`src/logic/csb_pkg.sv`:
```
// shared constants and types of the clocked serial byte interface
package csb_pkg;

    // ****************************************
    // register map (digit addresses)
    // ****************************************
    localparam int ADDR_W = 10;
    localparam logic [ADDR_W-1:0] ADDR_INT_CTRL = 10'h003;
    localparam logic [ADDR_W-1:0] ADDR_PIN_SEL = 10'h004;
    localparam logic [ADDR_W-1:0] ADDR_MODE = 10'h005;
    localparam logic [ADDR_W-1:0] ADDR_DATA_LO = 10'h006;
    localparam logic [ADDR_W-1:0] ADDR_DATA_HI = 10'h007;

    // ****************************************
    // field positions
    // ****************************************
    localparam int REQ_BIT = 0;
    localparam int MASK_BIT = 1;
    localparam int CLK_PIN_BIT = 3;
    localparam int IN_PIN_BIT = 1;
    localparam int OUT_PIN_BIT = 0;

    // ****************************************
    // reset values
    // ****************************************
    localparam logic [3:0] MODE_RST = 4'h0;
    localparam logic [3:0] PIN_SEL_RST = 4'h0;
    localparam logic MASK_RST = 1'b1;
    localparam logic REQ_RST = 1'b0;

    // ****************************************
    // timing and encodings
    // ****************************************
    localparam logic [1:0] MODE_APPLY_CYCLES = 2'h2;
    localparam logic [2:0] SRC_EXTERNAL = 3'h7;
    localparam logic [2:0] LAST_BIT = 3'h7;
    localparam int HALF_W = 12;
    // half shift clock periods in system clocks, index is the clock select
    localparam logic [HALF_W-1:0] SCK_HALF [0:6] = '{12'h800, 12'h200, 12'h080,
        12'h020, 12'h008, 12'h002, 12'h001};

    typedef enum logic [1:0] {
        CSB_START_WAIT,
        CSB_CLOCK_WAIT,
        CSB_TRANSFER
    } csb_state_type;

endpackage

```
`src/logic/csb_serial.sv`:
```
// clocked serial byte interface: registers, state machine and shifter
`timescale 1ns/1ps
module csb_serial (
    input wire logic i_clk,
    input wire logic i_rst_n,
    input wire logic i_inst_tick,
    input wire logic i_start,
    input wire logic i_wr,
    input wire logic i_rd,
    input wire logic [csb_pkg::ADDR_W-1:0] i_addr,
    input wire logic [3:0] i_wdata,
    input wire logic i_sck,
    input wire logic i_si,
    output logic [3:0] o_rdata,
    output logic o_serial_irq,
    output logic [3:0] o_pin_select,
    output logic o_sck,
    output logic o_sck_oe,
    output logic o_so,
    output logic o_so_oe
);

    // ****************************************
    // declarations
    // ****************************************
    csb_pkg::csb_state_type state;
    csb_pkg::csb_state_type next_state;
    logic [3:0] mode;
    logic [3:0] mode_pend;
    logic [1:0] apply_wait;
    logic [3:0] pin_sel;
    logic [7:0] shreg;
    logic [2:0] bit_cnt;
    logic [2:0] next_bit_cnt;
    logic req_flag;
    logic mask;
    logic armed;
    logic next_armed;
    logic sck_s1, sck_s2, sck_s3;
    logic si_s1, si_s2;
    logic gen_sck, gen_fall, gen_rise;

    // ****************************************
    // decode
    // ****************************************
    wire logic wr_ctrl = i_wr && (i_addr == csb_pkg::ADDR_INT_CTRL);
    wire logic wr_pin = i_wr && (i_addr == csb_pkg::ADDR_PIN_SEL);
    wire logic wr_mode = i_wr && (i_addr == csb_pkg::ADDR_MODE);
    wire logic wr_lo = i_wr && (i_addr == csb_pkg::ADDR_DATA_LO);
    wire logic wr_hi = i_wr && (i_addr == csb_pkg::ADDR_DATA_HI);
    // a change of the serial pin pair forces start wait like a mode write, but sets no abort request
    wire logic pin_change = wr_pin &&
        (i_wdata[csb_pkg::IN_PIN_BIT:csb_pkg::OUT_PIN_BIT] !=
         pin_sel[csb_pkg::IN_PIN_BIT:csb_pkg::OUT_PIN_BIT]);
    wire logic force_idle = wr_mode || pin_change;
    wire logic clk_pin = mode[csb_pkg::CLK_PIN_BIT];
    wire logic ext_clk = (mode[2:0] == csb_pkg::SRC_EXTERNAL);
    wire logic in_sel = pin_sel[csb_pkg::IN_PIN_BIT];
    wire logic out_sel = pin_sel[csb_pkg::OUT_PIN_BIT];
    wire logic cont_mode = clk_pin && !in_sel && !out_sel;
    wire logic int_clk = clk_pin && !ext_clk;

    // ****************************************
    // clock and data pin synchronisers
    // ****************************************
    // two-flop synchroniser
    always_ff @(posedge i_clk) begin
        if (!i_rst_n) begin
            sck_s1 <= 1'b1;
            sck_s2 <= 1'b1;
            sck_s3 <= 1'b1;
            si_s1 <= 1'b0;
            si_s2 <= 1'b0;
        end else begin
            sck_s1 <= i_sck;
            sck_s2 <= sck_s1;
            sck_s3 <= sck_s2;
            si_s1 <= i_si;
            si_s2 <= si_s1;
        end
    end

    // edges only when the pin carries the shift clock
    wire logic ext_fall = sck_s3 && !sck_s2;
    wire logic ext_rise = !sck_s3 && sck_s2;
    wire logic fall_evt = clk_pin && (ext_clk ? ext_fall : gen_fall);
    wire logic rise_evt = clk_pin && (ext_clk ? ext_rise : gen_rise);
    // receive disabled reads zeros into the register
    wire logic si_bit = in_sel && si_s2;

    // ****************************************
    // state machine
    // ****************************************
    wire logic last_rise = (state == csb_pkg::CSB_TRANSFER) && rise_evt &&
        (bit_cnt == csb_pkg::LAST_BIT);
    wire logic abort = wr_mode && (state == csb_pkg::CSB_TRANSFER);
    wire logic restart = i_start && (state == csb_pkg::CSB_TRANSFER);

    always_comb begin
        next_state = state;
        next_bit_cnt = bit_cnt;
        next_armed = armed;
        if (force_idle) begin
            next_state = csb_pkg::CSB_START_WAIT;
            next_bit_cnt = 3'h0;
            next_armed = 1'b0;
        end else if (i_start) begin
            next_state = csb_pkg::CSB_CLOCK_WAIT;
            next_bit_cnt = 3'h0;
            next_armed = 1'b1;
        end else begin
            unique case (state)
                csb_pkg::CSB_START_WAIT: begin
                    next_state = csb_pkg::CSB_START_WAIT;
                end
                csb_pkg::CSB_CLOCK_WAIT: begin
                    if (fall_evt && !cont_mode) begin
                        next_state = csb_pkg::CSB_TRANSFER;
                    end
                end
                csb_pkg::CSB_TRANSFER: begin
                    if (rise_evt) begin
                        next_bit_cnt = bit_cnt + 3'h1;
                    end
                    if (last_rise) begin
                        next_state = csb_pkg::CSB_CLOCK_WAIT;
                        next_armed = 1'b0;
                    end
                end
            endcase
        end
    end

    // clock runs from start until eighth rising edge, in continuous mode until forced idle
    wire logic gen_run = int_clk && (next_state != csb_pkg::CSB_START_WAIT) &&
        (next_armed || cont_mode);

    always_ff @(posedge i_clk) begin
        if (!i_rst_n) begin
            state <= csb_pkg::CSB_START_WAIT;
            bit_cnt <= 3'h0;
            armed <= 1'b0;
        end else begin
            state <= next_state;
            bit_cnt <= next_bit_cnt;
            armed <= next_armed;
        end
    end

    // ****************************************
    // mode and pin select registers
    // ****************************************
    // reset clears mode
    // value applies two instruction cycles after write
    always_ff @(posedge i_clk) begin
        if (!i_rst_n) begin
            mode <= csb_pkg::MODE_RST;
            mode_pend <= csb_pkg::MODE_RST;
            apply_wait <= 2'h0;
        end else if (wr_mode) begin
            mode_pend <= i_wdata;
            apply_wait <= csb_pkg::MODE_APPLY_CYCLES;
        end else if (i_inst_tick && apply_wait != 2'h0) begin
            apply_wait <= apply_wait - 2'h1;
            if (apply_wait == 2'h1) begin
                mode <= mode_pend;
            end
        end
    end

    always_ff @(posedge i_clk) begin
        if (!i_rst_n) begin
            pin_sel <= csb_pkg::PIN_SEL_RST;
        end else if (wr_pin) begin
            pin_sel <= i_wdata;
        end
    end

    // ****************************************
    // shift data register
    // ****************************************
    // software write wins over a shift; reads during shifting are not safe
    wire logic shifting = (state == csb_pkg::CSB_TRANSFER) && !force_idle && !i_start;

    always_ff @(posedge i_clk) begin
        if (!i_rst_n) begin
            shreg <= 8'h00;
        end else if (wr_lo) begin
            shreg[3:0] <= i_wdata;
        end else if (wr_hi) begin
            shreg[7:4] <= i_wdata;
        end else if (shifting && rise_evt) begin
            shreg <= {si_bit, shreg[7:1]};
        end
    end

    // ****************************************
    // request flag and mask
    // ****************************************
    // completion, abort or a restart during transfer sets the request
    wire logic req_set = (last_rise && !force_idle && !i_start) || abort || restart;
    wire logic req_clr = wr_ctrl && !i_wdata[csb_pkg::REQ_BIT];

    // set wins over a clear in the same cycle
    always_ff @(posedge i_clk) begin
        if (!i_rst_n) begin
            req_flag <= csb_pkg::REQ_RST;
            mask <= csb_pkg::MASK_RST;
        end else begin
            req_flag <= req_set || (req_flag && !req_clr);
            if (wr_ctrl) begin
                mask <= i_wdata[csb_pkg::MASK_BIT];
            end
        end
    end

    // ****************************************
    // read port and pins
    // ****************************************
    wire logic [3:0] ctrl_rd = {2'h0, mask, req_flag};
    wire logic [3:0] rd_mux =
        (i_addr == csb_pkg::ADDR_INT_CTRL) ? ctrl_rd :
        (i_addr == csb_pkg::ADDR_DATA_LO) ? shreg[3:0] :
        (i_addr == csb_pkg::ADDR_DATA_HI) ? shreg[7:4] : 4'h0;

    always_ff @(posedge i_clk) begin
        if (!i_rst_n) begin
            o_rdata <= 4'h0;
            o_serial_irq <= 1'b0;
            o_pin_select <= csb_pkg::PIN_SEL_RST;
            o_sck <= 1'b1;
            o_sck_oe <= 1'b0;
            o_so <= 1'b1;
            o_so_oe <= 1'b0;
        end else begin
            if (i_rd) begin
                o_rdata <= rd_mux;
            end
            o_serial_irq <= req_flag && !mask;
            o_pin_select <= pin_sel;
            o_sck <= gen_sck;
            // external clock leaves the pin undriven
            o_sck_oe <= int_clk;
            o_so_oe <= out_sel;
            if (fall_evt && (state == csb_pkg::CSB_TRANSFER ||
                             state == csb_pkg::CSB_CLOCK_WAIT) && !force_idle) begin
                o_so <= shreg[0];
            end
        end
    end

    // ****************************************
    // shift clock generator
    // ****************************************
    // divider ratio from clock select
    wire logic [csb_pkg::HALF_W-1:0] half_sel =
        ext_clk ? csb_pkg::SCK_HALF[0] : csb_pkg::SCK_HALF[mode[2:0]];

    csb_sck_gen #(
        .HALF_W(csb_pkg::HALF_W)
    ) u_sck_gen (
        .i_clk(i_clk),
        .i_rst_n(i_rst_n),
        .i_run(gen_run),
        .i_half(half_sel),
        .o_sck(gen_sck),
        .o_fall(gen_fall),
        .o_rise(gen_rise)
    );
endmodule

```
`src/logic/csb_sck_gen.sv`:
```
// shift clock generator: divided system clock with edge pulses
`timescale 1ns/1ps
module csb_sck_gen #(
    parameter int HALF_W = 12
) (
    input wire logic i_clk,
    input wire logic i_rst_n,
    input wire logic i_run,
    input wire logic [HALF_W-1:0] i_half,
    output logic o_sck,
    output logic o_fall,
    output logic o_rise
);

    logic [HALF_W-1:0] cnt;
    wire logic toggle = i_run && (cnt == i_half - {{(HALF_W-1){1'b0}}, 1'b1});

    // ****************************************
    // divider
    // ****************************************
    // idles high so the first edge of a burst is always a falling one
    always_ff @(posedge i_clk) begin
        if (!i_rst_n || !i_run) begin
            cnt <= '0;
            o_sck <= 1'b1;
            o_fall <= 1'b0;
            o_rise <= 1'b0;
        end else begin
            cnt <= toggle ? '0 : cnt + {{(HALF_W-1){1'b0}}, 1'b1};
            o_fall <= toggle && o_sck;
            o_rise <= toggle && !o_sck;
            if (toggle) begin
                o_sck <= !o_sck;
            end
        end
    end

endmodule

```
`config.mk`:
```
export PLATFORM = sky130hd
export DESIGN_NAME = csb_serial
export DESIGN_NICKNAME = d
export VERILOG_FILES = /design/src/logic/csb_pkg.sv /design/src/logic/csb_serial.sv /design/src/logic/csb_sck_gen.sv
export SDC_FILE = /design/constraint.sdc
export NUM_CORES = 1
export LEC_CHECK = 0
export BUFFER_PORTS_ARGS = -buffer_cell sky130_fd_sc_hd__clkbuf_2
export CAP_MARGIN = 10
export CORE_AREA = 2 2 96 98
export CTS_CLUSTER_DIAMETER = 80
export DETAILED_ROUTE_END_ITERATION = 12
export DIE_AREA = 0 0 98 100
export PLACE_DENSITY = 0.61
export SETUP_SLACK_MARGIN = 0.05
export SYNTH_ARGS = -nofsm -noshare
export SYNTH_HDL_FRONTEND = slang
export SYNTH_SLANG_ARGS = --single-unit
```
`constraint.sdc`:
```
create_clock -name i_clk -period 4.7 [get_ports i_clk]
set_input_delay 0.47 -clock i_clk [delete_from_list [all_inputs] [get_ports i_clk]]
set_output_delay 0.47 -clock i_clk [all_outputs]
set_load 0.005 [all_outputs]
```
# After elaboration in Yosys (flattened, before gate mapping)
# Memories as Yosys holds them, arrays and structs flattened.
# Index checks and enable logic that the tools add are counted.
[totals] ff_bits=63 wordCells=143 mem_bits_ro=96 out_inout_bits=13 n_memories=1 in_bits=22
[memory_table] name="(no name shown)" depth=8 word_bits=12 rd=1 rd_clocked_by_memory_dff=0 write_ports=0 line_no="csb_serial.sv:257" source="ext_clk ? csb_pkg::SCK_HALF[0] : csb_pkg::SCK_HALF[mode[2:0]];"
[classes] n_bitwise=4 n_eq_ne=13 mux=23 reduce_logical=69 magnitude_cmp=1 add_sub_neg=4
[ops] cell="$eq A10 B3 Y1 const B" count=4
[ops] cell="$mux W12" count=3
[ops] cell="$logic_and A1 B1 Y1" count=35
[ops] cell="$mux W4" count=6
[ops] cell="$logic_not A1 Y1" count=14
[ops] cell="$add A12 B1 Y12 const B" count=1
[ops] cell="$eq A12 B12 Y1" count=1
[ops] cell="$mux W2" count=6
[ops] cell="$sub A12 B1 Y12 const B" count=1
[ops] cell="$eq A10 B2 Y1 const B" count=1
[ops] cell="$reduce_bool A2 Y1" count=5
[ops] cell="$mux W8" count=1
[ops] cell="$logic_or A1 B1 Y1" count=7
[ops] cell="$eq A3 B3 Y1 const B" count=2
[ops] cell="$mux W1" count=6
[ops] cell="$pmux W2 S3" count=1
[ops] cell="$reduce_and A2 Y1" count=3
[ops] cell="$eq A2 B1 Y1 const B" count=2
[ops] cell="$ge A4 B4 Y1 const B" count=1
[ops] cell="$not A3 Y4" count=1
[ops] cell="$reduce_or A2 Y1" count=2
[ops] cell="$add A3 B1 Y3 const B" count=1
[ops] cell="$not A1 Y1" count=3
[ops] cell="$reduce_and A3 Y1" count=1
[ops] cell="other kinds (6)" count=6

# Logic depth before layout (Yosys ltp)
[logic_depth] word_depth=16 depth_mapped=13 mapped_depth_nobuf=10

# By module
# Synthesis repeated with hierarchy kept, for this count alone.
[hier_totals] hier_cells=368 hier_area_um2=3340.7
[by_module_without_submodules] module="csb_serial" area_each_um2=2307.2 seq_area_each_um2=940.9 n_inst=1 cells_per_inst=246
[by_module_without_submodules] module="csb_sck_gen" area_each_um2=1033.5 seq_area_each_um2=300.3 n_inst=1 cells_per_inst=122

# Worst setup path after synthesis
# Ideal clock, no wire load.
[synth_timing] path_type="register to register" startpoint="reg mode[1]" endpoint="reg u_sck_gen.cnt[10]" arrival_time_ns=2.845 n_path_buf=4 stages_incl_launch_ff=14 setup_ns=0.122 slack_ns=1.733 synth_period_minus_slack_ns=2.967 path_cell_list="dfxtp_1 -> buf_2 -> buf_1 -> inv_1 -> nand3_1 -> ha_1 -> buf_4 -> mux2i_1 -> a2111oi_2 -> o2111ai_1 -> a311o_1 -> nor4_2 -> buf_2 -> nor3_1"
[synth_via] elab_chain_len=15 word_cells_on_any_way=34
[synth_rtl] item="start, declared" line_no="csb_serial.sv:28" source="logic [3:0] mode;"
[synth_rtl] item="start signal, assigned" line_no="csb_serial.sv:157" source="mode <= csb_pkg::MODE_RST;"
[synth_rtl] item="start signal, assigned" line_no="csb_serial.sv:166" source="mode <= mode_pend;"
[synth_rtl] item="branches (longest 14 deep; another with $mem_v2 Z8 W12)"
[synth_rtl] item="$reduce_or A2 Y1 (no line) *"
[synth_rtl] item="end signal, assigned" line_no="csb_sck_gen.sv:29" source="cnt <= toggle ? '0 : cnt + {{(HALF_W-1){1'b0}}, 1'b1};"
[synth_rtl] item="end, declared" line_no="csb_sck_gen.sv:15" source="logic [HALF_W-1:0] cnt;"
# Mark *: on every way between the ends. The select of a mux whose other input is x is not followed.
# A chain may end at the register's enable or synchronous reset.

# Worst setup path after layout
[layout_timing] startpoint="reg mode[2]" endpoint="reg u_sck_gen.o_rise"
[layout_via] elab_chain_len=14 word_cells_on_any_way=34
[layout_rtl] item="branches (longest 14 deep; another with $mem_v2 Z8 W12)"
[layout_rtl] item="end signal, assigned" line_no="csb_sck_gen.sv:31" source="o_rise <= toggle && !o_sck;"
[layout_rtl] item="end, declared" line_no="csb_sck_gen.sv:12" source="output logic o_rise"
# Parallel ways; which one is timed is not known. The select of a mux whose other input is x is not followed.

==> flow_metrics.env <==
export IMPL_fin_crit_ns=3.668
export IMPL_wirelength_um=7682
export IMPL_yosys_top_cells_area="dfxtp_1, mux2i_1, ha_1"
export IMPL_row_count=35
export IMPL_p_per_area_mw_per_mm2=291.8
export IMPL_drc_errors=0
export IMPL_ys_ff_latch=62
export IMPL_reg2reg_slack_ns=1.03
export IMPL_avgRoutedWirePerCell_um=14.15
export IMPL_syn_nets=438
export IMPL_crit_path_frequent_cell="ha_1"
export IMPL_die_h_um=100
export IMPL_r2r_start="mode[2]"
export IMPL_rsz0062_at_grt="false"
export IMPL_syn_area_per_cell_um2=8.485
export IMPL_cts_tree="built"
export IMPL_synth_edf_count=0
export IMPL_ctsResizeCount=0
export IMPL_cpMaxStageDelayCell="dfxtp_1"
export IMPL_hold_path_endpoint="si_s1"
export IMPL_final_fill_count=881
export IMPL_clock_sinks=62
export IMPL_seq_area_frac_synth_pct=36.39
export IMPL_n_antenna_cell=0
export IMPL_crit_type="flop to flop"
export IMPL_ys_warn_count=0
export IMPL_worst_slack_ns=1.032
export IMPL_grt_usage_pct=16.54
export IMPL_whs_path_depth=2
export IMPL_yosysMostFrequentCell="dfxtp_1"
export IMPL_gp_congestion=0.9184
export IMPL_synthFlopType="dfxtp_1"
export IMPL_synth_cell_types=55
export IMPL_dpl_worst_slack_ns=1.056
export IMPL_path_buf_inv=0
export IMPL_layout_nets=463
export IMPL_vdd_ir_drop_max_mv=0.1326
export IMPL_drv_cap=0
export IMPL_initial_utilization_pct=38.37
export IMPL_crit_fanout=24
export IMPL_yosysTopAreaCell="dfxtp_1"
export IMPL_fmax_ghz=0.2726
export IMPL_worstSkewPairLatency_ns=0.34
export IMPL_grt_max_degree=25
export IMPL_endpoint_kind="flop"
export IMPL_p_leak_nw=1.454
export IMPL_worst_slew_pin_slew_ns=0.7627
export IMPL_setup_violations=0
export IMPL_cts_setup_buffers=0
export IMPL_hold_path_startpoint="i_si"
export IMPL_cpLargestDelayFamily="adder cells"
export IMPL_grtUsageMet3_pct=3.203
export IMPL_synth_common_cells="dfxtp_1, nand2_1, nor3_1, nor2_1"
export IMPL_fin_skew_ns=0.01316
export IMPL_cts_root_buf="clkbuf_8"
export IMPL_ctsHoldBuffers=0
export IMPL_critPathLaunch="mode[2]"
export IMPL_min_period_over_period_pct=78.04
export IMPL_use_met1_pct=21.17
export IMPL_multi_input_area_mm2=0.002003
export IMPL_syn_inst=402
export IMPL_cp_data_arrival_time_ns=3.93
export IMPL_cts_path_max_buffers=2
export IMPL_max_slew_margin_pct=49.08
export IMPL_fp_dieW_um=98
export IMPL_overflow=0
export IMPL_drv_slew=0
export IMPL_htree_levels=3
export IMPL_holdCritPathClass="input port to flop"
export IMPL_first_pass_iters=5
export IMPL_core_mm2=0.008890
export IMPL_antenna_found_initial=0
export IMPL_hold_viol=0
export IMPL_drt_iter0_markers=136
export IMPL_timing_rr_end="u_sck_gen.o_rise"
export IMPL_cp_required_ns=4.96
export IMPL_postRouteAntennaNets=0
export IMPL_vias=2927
export IMPL_worstRegToRegCells=10
export IMPL_critPathLaunchType="flop"
export IMPL_synthArstFlopShare_pct=0
export IMPL_path_cells="ha_1 > nand2_1 > ha_1 > ha_1 > xor2_1 > a2111oi_2 > o2111ai_1 > a311o_1 > or4_4 > nor3_2"
export IMPL_area_growth_pct=13.32
export IMPL_grt_pass1_vias=2798
export IMPL_status="finished clean"
export IMPL_dp_hpwl_um=5573
export IMPL_max_stage_delay_ns=0.82
export IMPL_use_met2_pct=27.08
export IMPL_io_buffers=34
export IMPL_grt_pass1_wl_um=13190
export IMPL_vias_per_cell=5.390
export IMPL_netlist_area_mm2=0.003411
export IMPL_ios=35
export IMPL_drive_above_1_share_pct=14.58
export IMPL_grt_busiest_layer="met2"
export IMPL_register_area_mm2=0.001241
export IMPL_cts_buffers=9
export IMPL_path_clk_slew_ns=0.08
export IMPL_fp_dieArea_mm2=0.009800
export IMPL_yosysTopAreaCellShare_pct=36.39
export IMPL_setup_tns_ns=0
layer usage:
layer	share of wire [%]	wire length, um
met1	47	3633
met2	46	3542
met3	4.3	333
met4	2.2	172
met5	0	0
cell type report:
| type | instances | share of cell area, % |
|---|---|---|
| Multi-Input combinational cell | 300 | 51.83 |
| Sequential cell | 62 | 32.11 |
| Timing Repair Buffer | 35 | 4.597 |
| Clock buffer | 11 | 3.917 |
| Tap cell | 111 | 3.593 |
| Clock inverter | 5 | 2.104 |
| Inverter | 19 | 1.845 |
state kept, by name (all words and copies together) (netlist names), 2 cells and up:
| signal | flops |
|---|---|
| bit_cnt | 3 |
| pin_sel | 4 |
| mode | 4 |
| u_sck_gen.cnt | 12 |
| state | 2 |
| o_pin_select | 4 |
| mode_pend | 4 |
| shreg | 8 |
| apply_wait | 2 |
| o_rdata | 4 |
kinds of logic (layout without fill, tap and decap cells):
logic type | after synthesis | in the layout | synth area share [%]
buffers and inverters | 40 | 70 | 4.879
multiplexers | 25 | 25 | 7.520
XOR/XNOR | 22 | 22 | 5.649
flip-flops | 62 | 62 | 36.39
AND/OR/NAND/NOR | 162 | 162 | 25.35
adder cells (fa/ha/maj) | 14 | 14 | 5.136
AO/OA/AOI/OAI | 77 | 77 | 15.08
stage by stage:
step	util [%]	instances	power, mW	hold WS, ns	area (um^2)
floorplan	-	402	0.5757	0.3863	3411
global placement	40.86	527	0.5930	0.3932	3632
detailed placement	40.86	527	0.5947	0.3925	3632
CTS	43.48	543	1.143	0.3263	3865
global route	43.48	543	1.169	0.3446	3865
finish	43.48	543	1.128	0.3364	3865
worst register-to-register path, delay by kind of cell (launching register included):
family | cells | cell delay (ns)
fa+ha+maj | 3 | 1.08
simple gates | 3 | 0.82
flops | 1 | 0.82
compound gates | 3 | 0.71
xor+xnor | 1 | 0.18
placed cells by master (no fill, tap or decap), types with 7 or more instances in the layout:
master / count
nor2_1: 21
ha_1: 14
a21oi_1: 16
nor3_1: 24
xor2_1: 9
clkbuf_2: 34
nand2_1: 37
nor2b_1: 7
xnor2_1: 13
o21ai_0: 19
nand3_1: 20
clkbuf_8: 11
nand2b_1: 12
a211oi_1: 7
and2_1: 10
inv_1: 19
dfxtp_1: 62
mux2i_1: 20
worst max-delay path by stage:
stage                                   end  slack (ns)  cells after the start
after global placement     u_sck_gen.o_fall        1.22                     10
after detailed placement   u_sck_gen.o_rise        1.06                     10
after CTS                  u_sck_gen.o_rise        1.05                     10
final                      u_sck_gen.o_rise        1.03                     10
after global routing       u_sck_gen.cnt[8]        0.77                     11
after floorplan           u_sck_gen.cnt[10]        1.73                     13
report_power, final:
part	internal, mW	total, mW	switching [mW]
Sequential	0.530	0.533	0.00306
Combinational	0.0200	0.0490	0.0291
Clock	0.328	0.545	0.218
Total	0.878	1.13	0.250
Note: power is estimated with default switching activity, not from simulation.
